### config.mk
export PLATFORM = sky130hd
export DESIGN_NAME = tcdma_top
export DESIGN_NICKNAME = d
export VERILOG_FILES = /design/src/design/tcdma_top.v
export VERILOG_INCLUDE_DIRS = /design/src /design/src/design
export SDC_FILE = /design/constraint.sdc
export NUM_CORES = 1
export LEC_CHECK = 0
export BUFFER_PORTS_ARGS = -buffer_cell sky130_fd_sc_hd__buf_2
export CELL_PAD_IN_SITES_DETAIL_PLACEMENT = 0
export CELL_PAD_IN_SITES_GLOBAL_PLACEMENT = 2
export CORE_MARGIN = 1
export CORE_UTILIZATION = 39
export DETAILED_ROUTE_END_ITERATION = 8
export MAX_ROUTING_LAYER = met4
export PLACE_DENSITY_LB_ADDON = 0.1
export REMOVE_ABC_BUFFERS = 1
export SLEW_MARGIN = 40
export SYNTH_ARGS = -nofsm -noshare
export SYNTH_HDL_FRONTEND = slang
export SYNTH_SLANG_ARGS = --single-unit
### constraint.sdc
create_clock -name clk_i -period 2.7 [get_ports clk_i]
set_clock_uncertainty 0.05 [all_clocks]
set_input_delay 0.405 -clock clk_i [delete_from_list [all_inputs] [get_ports clk_i]]
set_output_delay 0.405 -clock clk_i [all_outputs]
set_load 0.01 [all_outputs]
### src/design/tcdma_consts.vh
// constants of the two-channel dma controller: register offsets, fields, resets, states
`ifndef TCDMA_CONSTS_VH
`define TCDMA_CONSTS_VH

// ----------------------------------------------------------------
// register offsets (byte registers behind the cpu sfr port)
// ----------------------------------------------------------------
`define TCDMA_OFF_INDEX_STATUS 4'h0
`define TCDMA_OFF_MODE_ONE 4'h1
`define TCDMA_OFF_MODE_TWO 4'h2
`define TCDMA_OFF_SRC_LO 4'h3
`define TCDMA_OFF_SRC_HI 4'h4
`define TCDMA_OFF_DST_LO 4'h5
`define TCDMA_OFF_DST_HI 4'h6
`define TCDMA_OFF_CNT_LO 4'h7
`define TCDMA_OFF_CNT_HI 4'h8

// ----------------------------------------------------------------
// field positions
// ----------------------------------------------------------------
`define TCDMA_IS_BANK_BIT 7
`define TCDMA_IS_FLAG0_BIT 0
`define TCDMA_IS_FLAG1_BIT 1
`define TCDMA_M1_SRC_DIR 0
`define TCDMA_M1_SRC_EN 1
`define TCDMA_M1_DST_DIR 2
`define TCDMA_M1_DST_EN 3
`define TCDMA_M1_WR_TARGET 4
`define TCDMA_M1_STOP_UF 5
`define TCDMA_M1_RELOAD 6
`define TCDMA_M1_BURST 7
`define TCDMA_M2_SRC_SEL_HI 3
`define TCDMA_M2_SOFT_TRIG 4
`define TCDMA_M2_ENABLE 7

// ----------------------------------------------------------------
// reset values and request source codes
// ----------------------------------------------------------------
`define TCDMA_RST_BYTE 8'h00
`define TCDMA_RST_WORD 16'h0000
`define TCDMA_SRC_NONE 4'h0
`define TCDMA_SRC_FALL_LO 4'h5
`define TCDMA_SRC_FALL_HI 4'h7

// ----------------------------------------------------------------
// engine states, one-hot
// ----------------------------------------------------------------
`define TCDMA_ST_IDLE 3'b001
`define TCDMA_ST_READ 3'b010
`define TCDMA_ST_WRITE 3'b100

`define TCDMA_FIFO_WIDTH 8
`define TCDMA_FIFO_DEPTH 16
`define TCDMA_FIFO_AW 4

`endif

### src/design/tcdma_top.v
// two-channel memory-to-memory dma engine with its byte fifo and banked registers
//
// Function
// - two independent channels, triggered by peripheral events or software requests
// - each channel has 16-bit source and destination pointers covering 64K bytes
// - count decrements per transfer; underflow sets channel flag and raises interrupt
// - both channels' underflow flags live in the shared index/status register
// - simultaneous requests: channel 0 always served before channel 1
// - each byte takes two clocks unless the write stalls: one source read, one destination write
// - shared register addresses; status bit 7 selects channel bank 0 or 1
// - mode one bit 0: source steps up when 0, down when 1
// - mode one bit 1: source pointer held when 0, stepped when 1
// - mode one bit 2: destination steps up when 0, down when 1
// - mode one bit 3: destination pointer held when 0, stepped when 1
// - mode one bit 4: 0 writes latches and working registers, 1 latches only
// - mode one bit 5 set: channel disables itself on count underflow
// - writing 1 to mode one bit 6 reloads pointers and count; reads 0
// - count underflow reloads pointers and count from reload latches automatically
// - mode one bit 7: 0 single byte per request, 1 burst
// - requests from usb, host bus, external, serial, timer sources and software
// - mode two four-bit source field picks hardware request; 0000 disables
// - writing 1 to soft trigger bit with enable bit 7 set in the same write raises one request; reads 0
// - mode two bit 7 enables channel; disabled channel ignores requests
// - usb tx packet-ready sources trigger falling edge, rx ones rising edge
`timescale 1ns/1ps
`include "tcdma_consts.vh"

module tcdma_fifo #(
  parameter WIDTH = 8,
  parameter DEPTH = 16,
  parameter AW = 4
) (
  input wire clk_i,
  input wire arst_n_i,
  input wire in_valid_i,
  output wire in_ready_o,
  input wire [WIDTH-1:0] in_data_i,
  output wire out_valid_o,
  input wire out_ready_i,
  output wire [WIDTH-1:0] out_data_o
);
  reg [WIDTH-1:0] mem [0:DEPTH-1];
  reg [AW-1:0] wr_ptr;
  reg [AW-1:0] rd_ptr;
  reg [AW:0] fill;
  wire push = in_valid_i & in_ready_o;
  wire pop = out_valid_o & out_ready_i;

  assign in_ready_o = (fill < DEPTH);
  assign out_valid_o = (fill != {(AW+1){1'b0}});
  assign out_data_o = mem[rd_ptr];

  always @(posedge clk_i)
  begin
    if (push)
      mem[wr_ptr] <= in_data_i;
  end

  always @(posedge clk_i or negedge arst_n_i)
  begin
    if (!arst_n_i)
    begin
      wr_ptr <= {AW{1'b0}};
      rd_ptr <= {AW{1'b0}};
      fill <= {(AW+1){1'b0}};
    end
    else
    begin
      if (push)
        wr_ptr <= wr_ptr + 1'b1;
      if (pop)
        rd_ptr <= rd_ptr + 1'b1;
      if (push && !pop)
        fill <= fill + 1'b1;
      else if (pop && !push)
        fill <= fill - 1'b1;
    end
  end
endmodule // tcdma_fifo

module tcdma_top (
  input wire clk_i,
  input wire arst_n_i,
  input wire [3:0] reg_addr_i,
  input wire reg_wr_i,
  input wire reg_rd_i,
  input wire [7:0] reg_wdata_i,
  output reg [7:0] reg_rdata_o,
  input wire [15:1] periph_req_i,
  output wire [15:0] mem_addr_o,
  output wire mem_rd_o,
  input wire [7:0] mem_rdata_i,
  output wire mem_wr_o,
  input wire mem_wr_ready_i,
  output wire [7:0] mem_wdata_o,
  output reg [1:0] irq_o
);
  // ----------------------------------------------------------------
  // channel state
  // ----------------------------------------------------------------
  reg bank;
  reg [1:0] uf_flag;
  reg [7:0] mode_one [0:1];
  reg [7:0] mode_two [0:1];
  reg [15:0] src [0:1];
  reg [15:0] dst [0:1];
  reg [15:0] cnt [0:1];
  reg [15:0] src_rl [0:1];
  reg [15:0] dst_rl [0:1];
  reg [15:0] cnt_rl [0:1];
  reg [1:0] pend;
  reg [15:1] req_q;
  reg [2:0] state;
  reg cur;
  reg in_burst;
  integer c;
  integer h;

  function [15:0] step;
    input [15:0] val;
    input en;
    input dir;
    begin
      if (!en)
        step = val;
      else if (dir)
        step = val - 16'h0001;
      else
        step = val + 16'h0001;
    end
  endfunction

  // ----------------------------------------------------------------
  // request detection
  // ----------------------------------------------------------------
  // sources share one vector; usb tx ready codes look for the falling edge
  reg [1:0] hw_event;
  reg [3:0] sel;
  always @*
  begin
    hw_event = 2'b00;
    sel = 4'h0;
    for (h = 0; h < 2; h = h + 1)
    begin
      sel = mode_two[h][`TCDMA_M2_SRC_SEL_HI:0];
      if (sel != `TCDMA_SRC_NONE)
      begin
        if (sel >= `TCDMA_SRC_FALL_LO && sel <= `TCDMA_SRC_FALL_HI)
          hw_event[h] = req_q[sel] & ~periph_req_i[sel];
        else
          hw_event[h] = ~req_q[sel] & periph_req_i[sel];
      end
    end
  end

  wire bus_wr = reg_wr_i;
  wire [1:0] soft_trig;
  // a trigger written together with the enable bit must not be lost to the old enable
  assign soft_trig[0] = bus_wr && !bank && reg_addr_i == `TCDMA_OFF_MODE_TWO &&
                        reg_wdata_i[`TCDMA_M2_SOFT_TRIG] && reg_wdata_i[`TCDMA_M2_ENABLE];
  assign soft_trig[1] = bus_wr && bank && reg_addr_i == `TCDMA_OFF_MODE_TWO &&
                        reg_wdata_i[`TCDMA_M2_SOFT_TRIG] && reg_wdata_i[`TCDMA_M2_ENABLE];
  wire [1:0] ch_en;
  assign ch_en[0] = mode_two[0][`TCDMA_M2_ENABLE];
  assign ch_en[1] = mode_two[1][`TCDMA_M2_ENABLE];

  // ----------------------------------------------------------------
  // data path: read byte goes through the fifo to the write cycle
  // ----------------------------------------------------------------
  wire fifo_in_ready;
  wire fifo_out_valid;
  wire is_read = (state == `TCDMA_ST_READ);
  wire is_write = (state == `TCDMA_ST_WRITE);
  // a stalled write holds the engine in the write state, so the fifo never holds more than one byte
  assign mem_rd_o = is_read & fifo_in_ready;
  assign mem_wr_o = is_write & fifo_out_valid;
  wire wr_done = mem_wr_o & mem_wr_ready_i;
  assign mem_addr_o = is_write ? dst[cur] : src[cur];

  tcdma_fifo #(
    .WIDTH(`TCDMA_FIFO_WIDTH),
    .DEPTH(`TCDMA_FIFO_DEPTH),
    .AW(`TCDMA_FIFO_AW)
  ) u_fifo (
    .clk_i(clk_i),
    .arst_n_i(arst_n_i),
    .in_valid_i(mem_rd_o),
    .in_ready_o(fifo_in_ready),
    .in_data_i(mem_rdata_i),
    .out_valid_o(fifo_out_valid),
    .out_ready_i(mem_wr_ready_i & is_write),
    .out_data_o(mem_wdata_o)
  );

  wire underflow = wr_done && cnt[cur] == 16'h0000;

  // ----------------------------------------------------------------
  // engine
  // ----------------------------------------------------------------
  wire [1:0] go = pend & ch_en;
  always @(posedge clk_i or negedge arst_n_i)
  begin
    if (!arst_n_i)
    begin
      state <= `TCDMA_ST_IDLE;
      cur <= 1'b0;
      in_burst <= 1'b0;
    end
    else
    begin
      case (state)
        `TCDMA_ST_IDLE:
        begin
          if (go[0])
          begin
            cur <= 1'b0;
            in_burst <= mode_one[0][`TCDMA_M1_BURST];
            state <= `TCDMA_ST_READ;
          end
          else if (go[1])
          begin
            cur <= 1'b1;
            in_burst <= mode_one[1][`TCDMA_M1_BURST];
            state <= `TCDMA_ST_READ;
          end
        end
        `TCDMA_ST_READ:
        begin
          if (fifo_in_ready)
            state <= `TCDMA_ST_WRITE;
        end
        `TCDMA_ST_WRITE:
        begin
          if (wr_done)
          begin
            // burst keeps going while enabled and not yet underflowed
            if (in_burst && !underflow && ch_en[cur])
              state <= `TCDMA_ST_READ;
            else
              state <= `TCDMA_ST_IDLE;
          end
        end
        default:
          state <= `TCDMA_ST_IDLE;
      endcase
    end
  end

  // ----------------------------------------------------------------
  // registers, pending requests and flags
  // ----------------------------------------------------------------
  wire [1:0] start;
  assign start[0] = (state == `TCDMA_ST_IDLE) && go[0];
  assign start[1] = (state == `TCDMA_ST_IDLE) && !go[0] && go[1];

  always @(posedge clk_i or negedge arst_n_i)
  begin
    if (!arst_n_i)
    begin
      bank <= 1'b0;
      uf_flag <= 2'b00;
      pend <= 2'b00;
      req_q <= 15'h0000;
      irq_o <= 2'b00;
      for (c = 0; c < 2; c = c + 1)
      begin
        mode_one[c] <= `TCDMA_RST_BYTE;
        mode_two[c] <= `TCDMA_RST_BYTE;
        src[c] <= `TCDMA_RST_WORD;
        dst[c] <= `TCDMA_RST_WORD;
        cnt[c] <= `TCDMA_RST_WORD;
        src_rl[c] <= `TCDMA_RST_WORD;
        dst_rl[c] <= `TCDMA_RST_WORD;
        cnt_rl[c] <= `TCDMA_RST_WORD;
      end
    end
    else
    begin
      req_q <= periph_req_i;
      irq_o <= 2'b00;
      // status flags: software writes 0 to clear, a new underflow wins
      if (bus_wr && reg_addr_i == `TCDMA_OFF_INDEX_STATUS)
      begin
        bank <= reg_wdata_i[`TCDMA_IS_BANK_BIT];
        uf_flag <= uf_flag & reg_wdata_i[`TCDMA_IS_FLAG1_BIT:`TCDMA_IS_FLAG0_BIT];
      end
      for (c = 0; c < 2; c = c + 1)
      begin
        // an accepted request is consumed at start; a new one arriving then is kept
        if (start[c])
          pend[c] <= 1'b0;
        if (soft_trig[c])
          pend[c] <= 1'b1;
        else if (!ch_en[c])
          pend[c] <= 1'b0;
        else if (hw_event[c])
          pend[c] <= 1'b1;
        // cpu writes to the selected bank
        if (bus_wr && bank == c[0])
        begin
          case (reg_addr_i)
            `TCDMA_OFF_MODE_ONE:
            begin
              mode_one[c] <= reg_wdata_i & 8'hbf;
              if (reg_wdata_i[`TCDMA_M1_RELOAD])
              begin
                src[c] <= src_rl[c];
                dst[c] <= dst_rl[c];
                cnt[c] <= cnt_rl[c];
              end
            end
            `TCDMA_OFF_MODE_TWO:
              mode_two[c] <= reg_wdata_i & 8'h8f;
            `TCDMA_OFF_SRC_LO:
            begin
              src_rl[c][7:0] <= reg_wdata_i;
              if (!mode_one[c][`TCDMA_M1_WR_TARGET])
                src[c][7:0] <= reg_wdata_i;
            end
            `TCDMA_OFF_SRC_HI:
            begin
              src_rl[c][15:8] <= reg_wdata_i;
              if (!mode_one[c][`TCDMA_M1_WR_TARGET])
                src[c][15:8] <= reg_wdata_i;
            end
            `TCDMA_OFF_DST_LO:
            begin
              dst_rl[c][7:0] <= reg_wdata_i;
              if (!mode_one[c][`TCDMA_M1_WR_TARGET])
                dst[c][7:0] <= reg_wdata_i;
            end
            `TCDMA_OFF_DST_HI:
            begin
              dst_rl[c][15:8] <= reg_wdata_i;
              if (!mode_one[c][`TCDMA_M1_WR_TARGET])
                dst[c][15:8] <= reg_wdata_i;
            end
            `TCDMA_OFF_CNT_LO:
            begin
              cnt_rl[c][7:0] <= reg_wdata_i;
              if (!mode_one[c][`TCDMA_M1_WR_TARGET])
                cnt[c][7:0] <= reg_wdata_i;
            end
            `TCDMA_OFF_CNT_HI:
            begin
              cnt_rl[c][15:8] <= reg_wdata_i;
              if (!mode_one[c][`TCDMA_M1_WR_TARGET])
                cnt[c][15:8] <= reg_wdata_i;
            end
            default:
            begin
            end
          endcase
        end
        // engine step after the write completes; it overrides a same-cycle cpu write
        if (wr_done && cur == c[0])
        begin
          if (underflow)
          begin
            src[c] <= src_rl[c];
            dst[c] <= dst_rl[c];
            cnt[c] <= cnt_rl[c];
            uf_flag[c] <= 1'b1;
            irq_o[c] <= 1'b1;
            if (mode_one[c][`TCDMA_M1_STOP_UF])
              mode_two[c][`TCDMA_M2_ENABLE] <= 1'b0;
          end
          else
          begin
            src[c] <= step(src[c], mode_one[c][`TCDMA_M1_SRC_EN],
                           mode_one[c][`TCDMA_M1_SRC_DIR]);
            dst[c] <= step(dst[c], mode_one[c][`TCDMA_M1_DST_EN],
                           mode_one[c][`TCDMA_M1_DST_DIR]);
            cnt[c] <= cnt[c] - 16'h0001;
          end
        end
      end
    end
  end

  // ----------------------------------------------------------------
  // register read-back, one clock after the read strobe
  // ----------------------------------------------------------------
  always @(posedge clk_i or negedge arst_n_i)
  begin
    if (!arst_n_i)
      reg_rdata_o <= `TCDMA_RST_BYTE;
    else if (reg_rd_i)
    begin
      case (reg_addr_i)
        `TCDMA_OFF_INDEX_STATUS: reg_rdata_o <= {bank, 5'h00, uf_flag};
        `TCDMA_OFF_MODE_ONE: reg_rdata_o <= mode_one[bank];
        `TCDMA_OFF_MODE_TWO: reg_rdata_o <= mode_two[bank];
        `TCDMA_OFF_SRC_LO: reg_rdata_o <= src[bank][7:0];
        `TCDMA_OFF_SRC_HI: reg_rdata_o <= src[bank][15:8];
        `TCDMA_OFF_DST_LO: reg_rdata_o <= dst[bank][7:0];
        `TCDMA_OFF_DST_HI: reg_rdata_o <= dst[bank][15:8];
        `TCDMA_OFF_CNT_LO: reg_rdata_o <= cnt[bank][7:0];
        `TCDMA_OFF_CNT_HI: reg_rdata_o <= cnt[bank][15:8];
        default: reg_rdata_o <= 8'h00;
      endcase
    end
  end
endmodule // tcdma_top

# == Yosys cells after proc, flatten, opt, wreduce, memory -nomap -nowiden ==
# Memory sizes are Yosys's and may differ from the RTL's.
# Cells that the tools add are included.
# word_totals
ff_bits,264
latch_bits,0
ram_bits,128
romBits,0
in_bits,40
out_inout_bits,36
word_cells,326
mem_count,1
# op_classes
addsub,14
n_mul,0
div,0
magnitude_cmp,10
eq_ne,34
shift,0
mux,126
n_bitwise,20
reduce_logical,78
# memory_table
memory,depth,word_bits,rd,rd_ports_with_merged_regs,write_ports,line,source
u_fifo.mem,16,8,1,0,1,tcdma_top.v:42,reg [WIDTH-1:0] mem [0:DEPTH-1];
# ops
cell,n
2-to-1 mux 16 bit,51
one-hot mux 8 bit (2 select lines),12
2-to-1 mux 8 bit,12
"subtractor 16 x 1 -> 16 bit, second input constant",6
one-hot mux 8 bit (9 select lines),1
"adder 16 x 1 -> 16 bit, second input constant",4
"inequality test 3 bit, second input constant",19
AND reduction 5 bit,8
2-to-1 mux 1 bit,37
nonzero test 3 bit,12
AND reduction 2 bit,17
logical AND 1 bit,22
binary-select mux 1 bit (select 4 bit),4
"equality test 4 x 3 -> 1 bit, second input constant",4
logical NOT 16 bit,1
AND reduction 4 bit,4
2-to-1 mux 3 bit,4
AND 1 bit,10
"< comparator 4 x 5 -> 1 bit, second input constant",2
2-to-1 mux 5 bit,2
one-hot mux 3 bit (3 select lines),1
"adder 4 x 1 -> 4 bit, second input constant",2
"equality test 4 x 2 -> 1 bit, second input constant",2
">= comparator 4 x 3 -> 1 bit, second input constant",2
24 further kinds,43

# == Longest topological paths before layout ==
# Gate-level depths: netlist of run 1.
# logic_depth
ltp_word,12
depth_mapped,11
depth_no_buf,10

# == Cells and area by module ==
# A second synthesis of run 1 with hierarchy kept.
# hier_totals
hier_cells,2065
area_unflattened_um2,22175.0
# modules_own_cells
module,instances,cells_per_inst,area_per_inst_um2,seq_area_each_um2
tcdma_top,1,1744,16425.8,6282.3
tcdma_fifo,1,321,5749.3,4169.0

# == Least setup slack after synthesis of run 1 ==
# Ideal clock, no wire load.
# synth_path
kind,register -> register
from,register mode_one[2] in the netlist's numbering
to,register dst[13] in the netlist's numbering
setup_time_ns,0.095
t_arrival_ns,2.694
required_ns,2.555
path_slack_ns,-0.139
stages_incl_launch_ff,10
path_buffers,0
synth_period_minus_slack_ns,2.839
cell_sequence,dfrtp_1 ha_1 a211o_1 a2111oi_0 o21ai_0 a41oi_1 o21ai_0 xor2_1 nor2_1 o31ai_1
# synth_via
elab_chain_cells,4
# synth_rtl
element,line,source
start: declaration,tcdma_top.v:103,reg [7:0] mode_one [0:1];
start signal: indexed assignment,tcdma_top.v:267,mode_one[c] <= `TCDMA_RST_BYTE;
start signal: indexed assignment,tcdma_top.v:304,mode_one[c] <= reg_wdata_i & 8'hbf;
2-to-1 mux 16 bit,tcdma_top.v:126,else if (dir)
2-to-1 mux 16 bit,tcdma_top.v:124,if (!en)
2-to-1 mux 16 bit,tcdma_top.v:358,if (underflow)
2-to-1 mux 16 bit,tcdma_top.v:356,if (wr_done && cur == c[0])
end signal: indexed assignment,tcdma_top.v:336,dst[c][15:8] <= reg_wdata_i;
end signal: indexed assignment,tcdma_top.v:361,dst[c] <= dst_rl[c];
end signal: indexed assignment,tcdma_top.v:372,"dst[c] <= step(dst[c], mode_one[c][`TCDMA_M1_DST_EN],"
end: declaration,tcdma_top.v:106,reg [15:0] dst [0:1];
# No other way between the ends. The select of a mux whose other input is x is not followed.
# A chain may end at the register's enable or synchronous reset.

# == Worst setup path after layout of run 1 ==
# layout_path
from,register u_fifo.rd_ptr[0]
to,output port mem_wdata_o[4]
# layout_via
elab_chain_cells,1
# layout_rtl
element,line,source
start: declaration,tcdma_top.v:44,reg [AW-1:0] rd_ptr;
start signal: assignment,tcdma_top.v:64,rd_ptr <= {AW{1'b0}};
start signal: assignment,tcdma_top.v:72,rd_ptr <= rd_ptr + 1'b1;
memory (16 x 8 bit),--,
end: declaration,tcdma_top.v:95,"output wire [7:0] mem_wdata_o,"
# No other way between the ends.

==> results.txt, run 1 <==
- After layout, the minimum clock period comes to 2.93 ns.
- Cells along the critical path: buf_6 -> buf_6 -> mux4_2 -> mux4_2 -> buf_6
- Final period util: 108%
* Number of antenna violations at the first check in global routing: 0
- Die Footprint: 56900 um2
- On the worst path, the slowest cell contributes a delay of slightly above 0.5 ns.
- On the final layout, the worst hold slack is 0.138 ns.
- Comb pwr share: 38.5%
- Wires add up to 76.7 mm.
- Placement Setup Slack: -0.283 ns
- The core region is 55200 um2.
- STA classifies the critical path startpoint as a flop.
- The congestion estimate from routability-driven global placement came to 0.960.
- The worst setup path is captured at a primary output.
- Number of top-level design ports: 76
* Mean Syn Cell Area: 11.2 um2
* Violated checks: setup timing
- DRC violation count after routing: 0
- Clock tree from TritonCTS: yes
- Summed over all nets, the half-perimeter wirelength after detailed placement is about 56 mm.
- After the first detailed-routing iteration, the DRC count stood at between 1k and 1.5k.
- Largest area contributor in the netlist: dfrtp_1
- Per-cell via count in the routed design: around 5.7
* Sum of buffers and inverters on the critical path: 3
- Detailed-route wire length per cell: approximately 25 um
* Count of yosys warnings during synthesis: 0
- For this design, the sink count on the clock tree is about 390.
- Once the floorplan was initialized, standard cells occupied between 30% and 40% of the core.
- Sequential cells account for 34.5% of the total power.
* Routed vias: 17.7k
- Fin worst setup slack: -0.225 ns
- Flop2flop setup slack: -0.14 ns
* Peak fanout along the critical path: 5
- Slowest stage cell, crit path: mux4_2
- Horizontal extent of the die: about 240 um
- Global-route wire length before repair: between 100 and 150 mm
- Total power divided by cell area: 867 nW/um2
* Clk Tree Root Cell: clkbuf_16
- # H-tree levels: 2
- Most prevalent standard cell on the critical path: buf_6
* Proportion of netlist area held by the largest area contributor: around 30%
* Synth top area cells: dfrtp_1, edfxtp_1, mux2_2
* Clock Pin Slew Worst Setup and Hold Paths: around 0.06 ns
* Remaining max-slew budget at the tightest pin: 50.3%
* Number of detailed-routing iterations run before antenna repair: 5
- Proportion of synthesized flip-flops having asynchronous set or reset: 67.3%
- Leakage power figure: ~0.012 uW
* Data required time of the critical path: 2.25 ns
* Number of standard-cell rows in the floorplan: 86
* Predominant post-synthesis flop cell: dfrtp_1
* Critical path start-end classification: reg2out
- Post-synthesis register bit count: 392
- Cells with a size suffix above 1 make up roughly 34% of the layout.
- Grouping stages by cell kind, the critical path spends the most delay in multiplexers.
- The path class of the tightest hold or removal check is in2reg.
* Portion of total power attributed to the clock network: between 20 and 30%
- IR Drop Worst-Case VDD: 449 uV
- Counting tap cells, the placed design contains a total of 2958 instances.
- Entering global routing, the biggest net connects 63 pins.
* Number of I/O port buffers: 75
- Number of distinct standard cells referenced by the synthesized netlist: 90
- The number of pins with negative max-slew slack in the final report was 0.
* Max Fclk: 342 MHz
* Clock buffer count from CTS: 44
* Area delta synth->final: 28.2%
* Chip height: 239 um
- The mapped netlist covers 21800 um2.
- The tool flagged a number of max-cap violations equal to 0.
- Filler cell count in the final layout: 4997
- Global route total overflow: 0
- Hold violation count in the final report: 0
- Counting every instance in the synthesized netlist gives approximately 2.0k.
- Worst Tran Pin Value: 0.739 ns
* Fraction of power spent switching nets: between 30% and 40%
- Final Net Count: about 2.4k
- Setup repair after global routing could not meet its margin everywhere.
* Clock latency reported for the late side of the worst-skew pair: around 0.60 ns
- The synthesized design contains between 100 and 150 enable-type register cells.
* Number of global-route vias before repair: about 18k
- Final count of negative-setup-slack endpoints: 12
- Outcome: finished with violations
- Share of synthesized area occupied by flip-flops and latches: 47.9%
- Cell-internal power: 15600 uW
- At the worst endpoint, the arrival time is 2.47 ns.
- For this run, the total global-route usage over all layers was measured as 27.8%.
- Final instance count without filler cells: ~3.1k
- Detail Route Antenna Nets: 0
- In this run the power spent charging and discharging nets is 8660 uW.
- Bufs on Longest Clock Path: 3
routing by layer:
metal	global-route usage (%)	vias up	part of all wire [%]
met1	36.7	8954	45
met4	9.65	0	3.4
met5	-	-	0
met2	43.6	476	47
li1	-	8153	-
met3	4.36	149	4.8
sequential cells by signal, indices dropped and copies added, names as in the netlist, 14 cells and up:
register	flops
mode_one	14
dst_rl	32
req_q	15
cnt	32
dst	32
src	32
cnt_rl	32
src_rl	32
u_fifo.mem	128
worst register-to-register path, cell delays in order (launching register included):
cell and delay (ns):
dfrtp_1 0.39, inv_2 0.09, ha_4 0.13, or3b_4 0.38
or3_4 0.35, or3_4 0.37, or4_4 0.47, nor4_4 0.16
xor2_1 0.18, o22ai_1 0.10, o21ai_2 0.11
cell usage after synthesis, types with 5 or more instances:
| master | n |
|---|---|
| a211o_1 | 5 |
| a211oi_1 | 19 |
| a21o_1 | 21 |
| a21oi_1 | 130 |
| a221oi_1 | 26 |
| a22o_1 | 6 |
| a22oi_1 | 26 |
| a31oi_1 | 26 |
| a41oi_1 | 5 |
| and2_1 | 14 |
| buf_1 | 11 |
| buf_2 | 17 |
| clkbuf_1 | 70 |
| dfrtp_1 | 263 |
| edfxtp_1 | 128 |
| fa_1 | 5 |
| ha_1 | 67 |
| inv_1 | 47 |
| mux2_2 | 129 |
| mux2i_1 | 63 |
| mux4_2 | 58 |
| nand2_1 | 134 |
| nand2b_1 | 21 |
| nand3_1 | 36 |
| nand4_1 | 10 |
| nor2_1 | 165 |
| nor2_2 | 8 |
| nor2_4 | 5 |
| nor2b_1 | 10 |
| nor3_1 | 47 |
| nor3b_1 | 5 |
| nor4_1 | 11 |
| o211ai_1 | 18 |
| o21a_1 | 13 |
| o21ai_0 | 102 |
| o21bai_1 | 10 |
| o221ai_1 | 14 |
| o22ai_1 | 36 |
| o31ai_1 | 15 |
| or3_1 | 13 |
| xnor2_1 | 35 |
| xor2_1 | 22 |
kinds of logic (layout without fill, tap and decap cells):
| kind of cell | after synthesis | after routing | synth area share [%] |
|---|---|---|---|
| DFF | 392 | 392 | 47.9 |
| buffers and inverters | 149 | 546 | 2.71 |
| muxes | 250 | 250 | 15.5 |
| other | 0 | 1 | 0 |
| xor gates and xnor gates | 57 | 57 | 2.29 |
| AOI/OAI and AO/OA | 519 | 519 | 15.8 |
| and+or+nand+nor | 516 | 516 | 11.5 |
| adders and majority gates | 72 | 72 | 4.30 |
final cells by class:
class / count / area (um2) / area share (%)
Multi-Input combinational cell: 1414 / 11300 / 40.5
Timing Repair Buffer: 417 / 3500 / 12.5
Inverter: 48 / 183 / 0.652
Tap cell: 748 / 936 / 3.34
Clock buffer: 56 / 1220 / 4.34
Antenna cell: 1 / 2.50 / 0.00894
Sequential cell: 392 / 10500 / 37.4
Clock inverter: 25 / 359 / 1.28
what timing repair did:
item                                    4_1_cts  5_1_grt
setup buffers                                23       23
gates resized for setup                      63      103
endpoints found under the setup margin       78       89
hold buffers                                 16        0
pin swaps                                    20       44
cloned                                        2        1
hold endpoints to repair                     70        0
power groups by stage:
stage	logic (uW)	registers (uW)	clock network [uW]
2_1_floorplan	4910	8250	0
3_3_place_gp	8430	8440	0
3_5_place_dp	8500	8450	0
4_1_cts	8930	8350	6680
5_1_grt	10100	8510	6930
6_report	9340	8380	6540
per-stage QoR:
step                total power (uW)  TNS [ns]  util, %  area (um2)
finish                         24300     -1.88     50.7       28000
detailed placement             16900     -5.55     45.6       25200
global route                   25600     -3.20     50.7       28000
floorplan                      13200   -158.05        -       21400
global placement               16900     -9.52     45.6       25200
CTS                            24000     -2.25     49.7       27400
path summary, 6_finish.rpt:
kind / cells past startpoint / start / to
worst max register to register: 10 / cnt[1] / cnt[14]
worst min-delay path: 1 / mem_rdata_i[5] / u_fifo.mem[0][5]
worst max-delay path: 5 / u_fifo.rd_ptr[0] / mem_wdata_o[4]
worst min register to register: 1 / mode_one[5] / ch_en[1]
max in group asynchronous: 3 / arst_n_i / cnt_rl[5]
min in group asynchronous: 2 / arst_n_i / req_q[13]
placed cells by master, fill, tap and decap left out, types with 16 or more instances in the layout:
cell	instances
a221oi_1	25
inv_1	44
a21o_1	21
buf_12	27
mux2_2	125
ha_1	59
buf_4	275
edfxtp_1	128
mux4_2	58
nand2_1	130
xnor2_1	34
dlygate4sd3_1	16
o22ai_1	36
nor3_1	40
nand3_1	32
mux2i_1	63
xor2_1	22
a21oi_1	116
a22oi_1	24
o21ai_0	92
clkbuf_16	45
buf_2	68
a31oi_1	26
buf_6	25
o211ai_1	18
dfrtp_1	258
nor2_1	155
nand2b_1	21
Note: power is estimated with default switching activity, not from simulation.
==> inputs of run 2 (changes only) <==
--- a/config.mk
+++ b/config.mk
@@ -7,13 +7,10 @@
 export NUM_CORES = 1
 export LEC_CHECK = 0
 export BUFFER_PORTS_ARGS = -buffer_cell sky130_fd_sc_hd__buf_2
-export CELL_PAD_IN_SITES_DETAIL_PLACEMENT = 0
-export CELL_PAD_IN_SITES_GLOBAL_PLACEMENT = 2
 export CORE_MARGIN = 1
-export CORE_UTILIZATION = 39
+export CORE_UTILIZATION = 45
 export DETAILED_ROUTE_END_ITERATION = 8
 export MAX_ROUTING_LAYER = met4
-export PLACE_DENSITY_LB_ADDON = 0.1
 export REMOVE_ABC_BUFFERS = 1
 export SLEW_MARGIN = 40
 export SYNTH_ARGS = -nofsm -noshare
==> run 2 against run 1 <==
Net effect: the flow still finishes with violations (setup timing); global-route usage is 1.8 points higher; cell count is 5.3% lower; fmax is 2.2% higher; register-to-register slack worse by 0.02 ns; worst setup slack better by 0.063 ns; critical endpoint is now cnt[14].
==> results.txt, run 2 (synthesis gave the netlist of run 1 again) <==
- Outcome: finished with violations
- The final reports fail on setup timing.
- Setup repair after global routing could not meet its margin everywhere.
- The floorplan step set the die width to ~220 um.
* Global-route wire length before repair: around 110 mm
- In the routed layout, each cell is associated on average with a via count of 6.15.
* Filler cell count in the final layout: 3974
* Number of flip-flops under the largest register name: around 130
- The register with the most flip-flops in the final layout is u_fifo.mem.
* Detailed-route wire length per cell: 24.9 um
- Summed over all nets, the switching power comes to 8570 uW.
- Comb pwr share: 37.6%
- Entering global routing, the biggest net connects 63 pins.
* Nature of the critical path endpoint: flop
* Startpoint types: flop
* Data required time of the critical path: 3.17 ns
- Counting every sink on the clock net gives 392.
- Number of I/O port buffers: between 70 and 80
- Number of antenna violations at the first check in global routing: 3
- After layout, the worst setup slack is -0.162 ns.
- # H-tree levels: 2
* Number of standard-cell rows in the floorplan: 80
* Clock tree from TritonCTS: yes
- The total area inside the core boundary comes to 47700 um2.
- Setup violations remaining at the end of the flow were counted as 25.
- The later pin in the worst-skew pair is clocked with a latency of about 0.61 ns.
- Final-report max-slew violation count: 0
- Clk Tree Root Cell: clkbuf_16
- Headroom to the max-slew limit came out at 39.3%.
* Worst Tran Pin Value: 0.911 ns
- DRC violation count after routing: 0
* Total power divided by cell area: 866 nW/um2
* Number of DRC markers in iteration 0: 1559
- By startpoint and endpoint, the worst setup path is classified as reg2reg.
- Of all nets on the critical path, the largest fanout is 2.
- In this run, the clock network consumes around 28% of the power.
- The routed design has 73.1 mm of wire.
- Die Footprint: 49400 um2
- Number of global-route vias before repair: 17.9k
- WL met2: 34.1 mm
- Area delta synth->final: 26.7%
* IR Drop Worst-Case VDD: 494 uV
- Number of detailed-routing iterations run before antenna repair: 6
- Clock Pin Slew Worst Setup and Hold Paths: 0.06 ns
- In the final routing, the length of wire on met1 measures 30.0 mm.
- Timing would allow up to roughly 350 MHz.
- Fraction of power spent switching nets: 35.8%
- For this run the aggregate overflow at the end of global routing stands at 0.
* Detail Placement HPWL: 50.9 mm
- Last weighted congestion value of the routability-driven placer: 0.995
* Ratio of cells with drive above 1 in the final layout: 32.4%
- Data on the critical path arrives at its endpoint at 3.33 ns.
- Global-route total usage across every layer: between 20 and 30%
* Cell-internal power: 15400 uW
- Initial core utilization: 45.7%
- Finished Cell Area: 27700 um2
- Counting along the longest clock path gives a buffer depth of 3.
- Final hold analysis gives a worst-case slack of 0.120 ns.
- Routed vias: 18.1k
- In this run the top signal layer used is met4.
* Most frequent cells in the layout: dfrtp_1, buf_4, nor2_1, nand2_1, edfxtp_1
- Wire length on met3: 5.18 mm
* Clock buffer count from CTS: between 40 and 50
- Post-place instance area: ~25000 um2
- Final period util: 106%
- The detail route stage leaves a number of antenna-violating nets equal to 0.
* Leakage power figure: 0.0115 uW
- The tightest min-delay check is of the in2reg type.
* Chip height: 222 um
* Most common cell after layout, fill and taps aside: dfrtp_1
- The tool flagged a number of max-cap violations equal to 0.
* Minimum clock period after layout: 2.86 ns
* Number of top-level design ports: between 70 and 80
- Relative contribution of sequential cells to total power: 34.7%
- The number of hold violations in the final report came to 0.
- Final Net Count: 2394
==> run 2: final cells by class <==
| class | instances | area [um2] | area share, % |
|---|---|---|---|
| Tap cell | 615 | 769 | 2.78 |
| Inverter | 48 | 188 | 0.678 |
| Timing Repair Buffer | 380 | 3290 | 11.9 |
| Antenna cell | 4 | 10.0 | 0.0362 |
| Clock inverter | 32 | 455 | 1.65 |
| Clock buffer | 51 | 1160 | 4.20 |
| Multi-Input combinational cell | 1415 | 11300 | 41.0 |
| Sequential cell | 392 | 10500 | 37.8 |
==> run 2: per-layer routing <==
layer	vias to the layer above	global-route usage (%)
li1	8086	-
met4	0	12.8
met3	196	4.48
met5	-	-
met2	750	46.6
met1	9027	38.1
==> run 2: through the flow <==
stage | TNS [ns] | total power [uW] | cells | setup WS [ns] | utilization (%)
6_report | -2.16 | 24000 | 2937 | -0.162 | 58.0
5_1_grt | -4.93 | 25100 | 2936 | -0.243 | 57.9
4_1_cts | -1.69 | 23600 | 2888 | -0.201 | 55.7
3_5_place_dp | -5.52 | 16700 | 2780 | -0.370 | 51.4
3_3_place_gp | -6.23 | 16500 | 2780 | -0.262 | 51.4
2_1_floorplan | -158.05 | 13200 | 1854 | -1.18 | -
==> run 2: power groups by stage <==
stage               logic, uW  registers [uW]  clock network (uW)
global route             9740            8410                6980
floorplan                4910            8250                   0
detailed placement       8330            8360                   0
finish                   9000            8310                6650
CTS                      8530            8270                6770
global placement         8200            8350                   0
==> run 2: final timing paths <==
path | end | startpoint | cells after the start | slack, ns
max | cnt[14] | cnt[0] | 10 | -0.16
min | u_fifo.mem[0][5] | mem_rdata_i[5] | 1 | 0.12
max reg2reg | cnt[14] | cnt[0] | 10 | -0.16
min reg2reg | src_rl[29] | src_rl[29] | 1 | 0.45
max in group asynchronous | src_rl[28] | arst_n_i | 3 | 1.50
min in group asynchronous | cnt[5] | arst_n_i | 2 | 0.30
==> run 2: worst max-delay path, cell delays in order, from the launching register on <==
cell     delay [ns]
dfrtp_1        0.39
inv_1          0.06
ha_2           0.17
or3b_4         0.37
or3_4          0.34
or3_4          0.34
or4_4          0.47
nor4_4         0.17
xor2_1         0.18
o22ai_1        0.10
o21ai_2        0.11
==> run 2: timing repair <==
| action | in CTS | in global routing |
|---|---|---|
| setup endpoints to repair | 82 | 84 |
| resized for setup | 44 | 140 |
| cloned | 1 | 9 |
| hold buffers | 16 | 0 |
| hold endpoints to repair | 72 | 0 |
| pin swaps | 10 | 68 |
| buffers inserted | 8 | 37 |
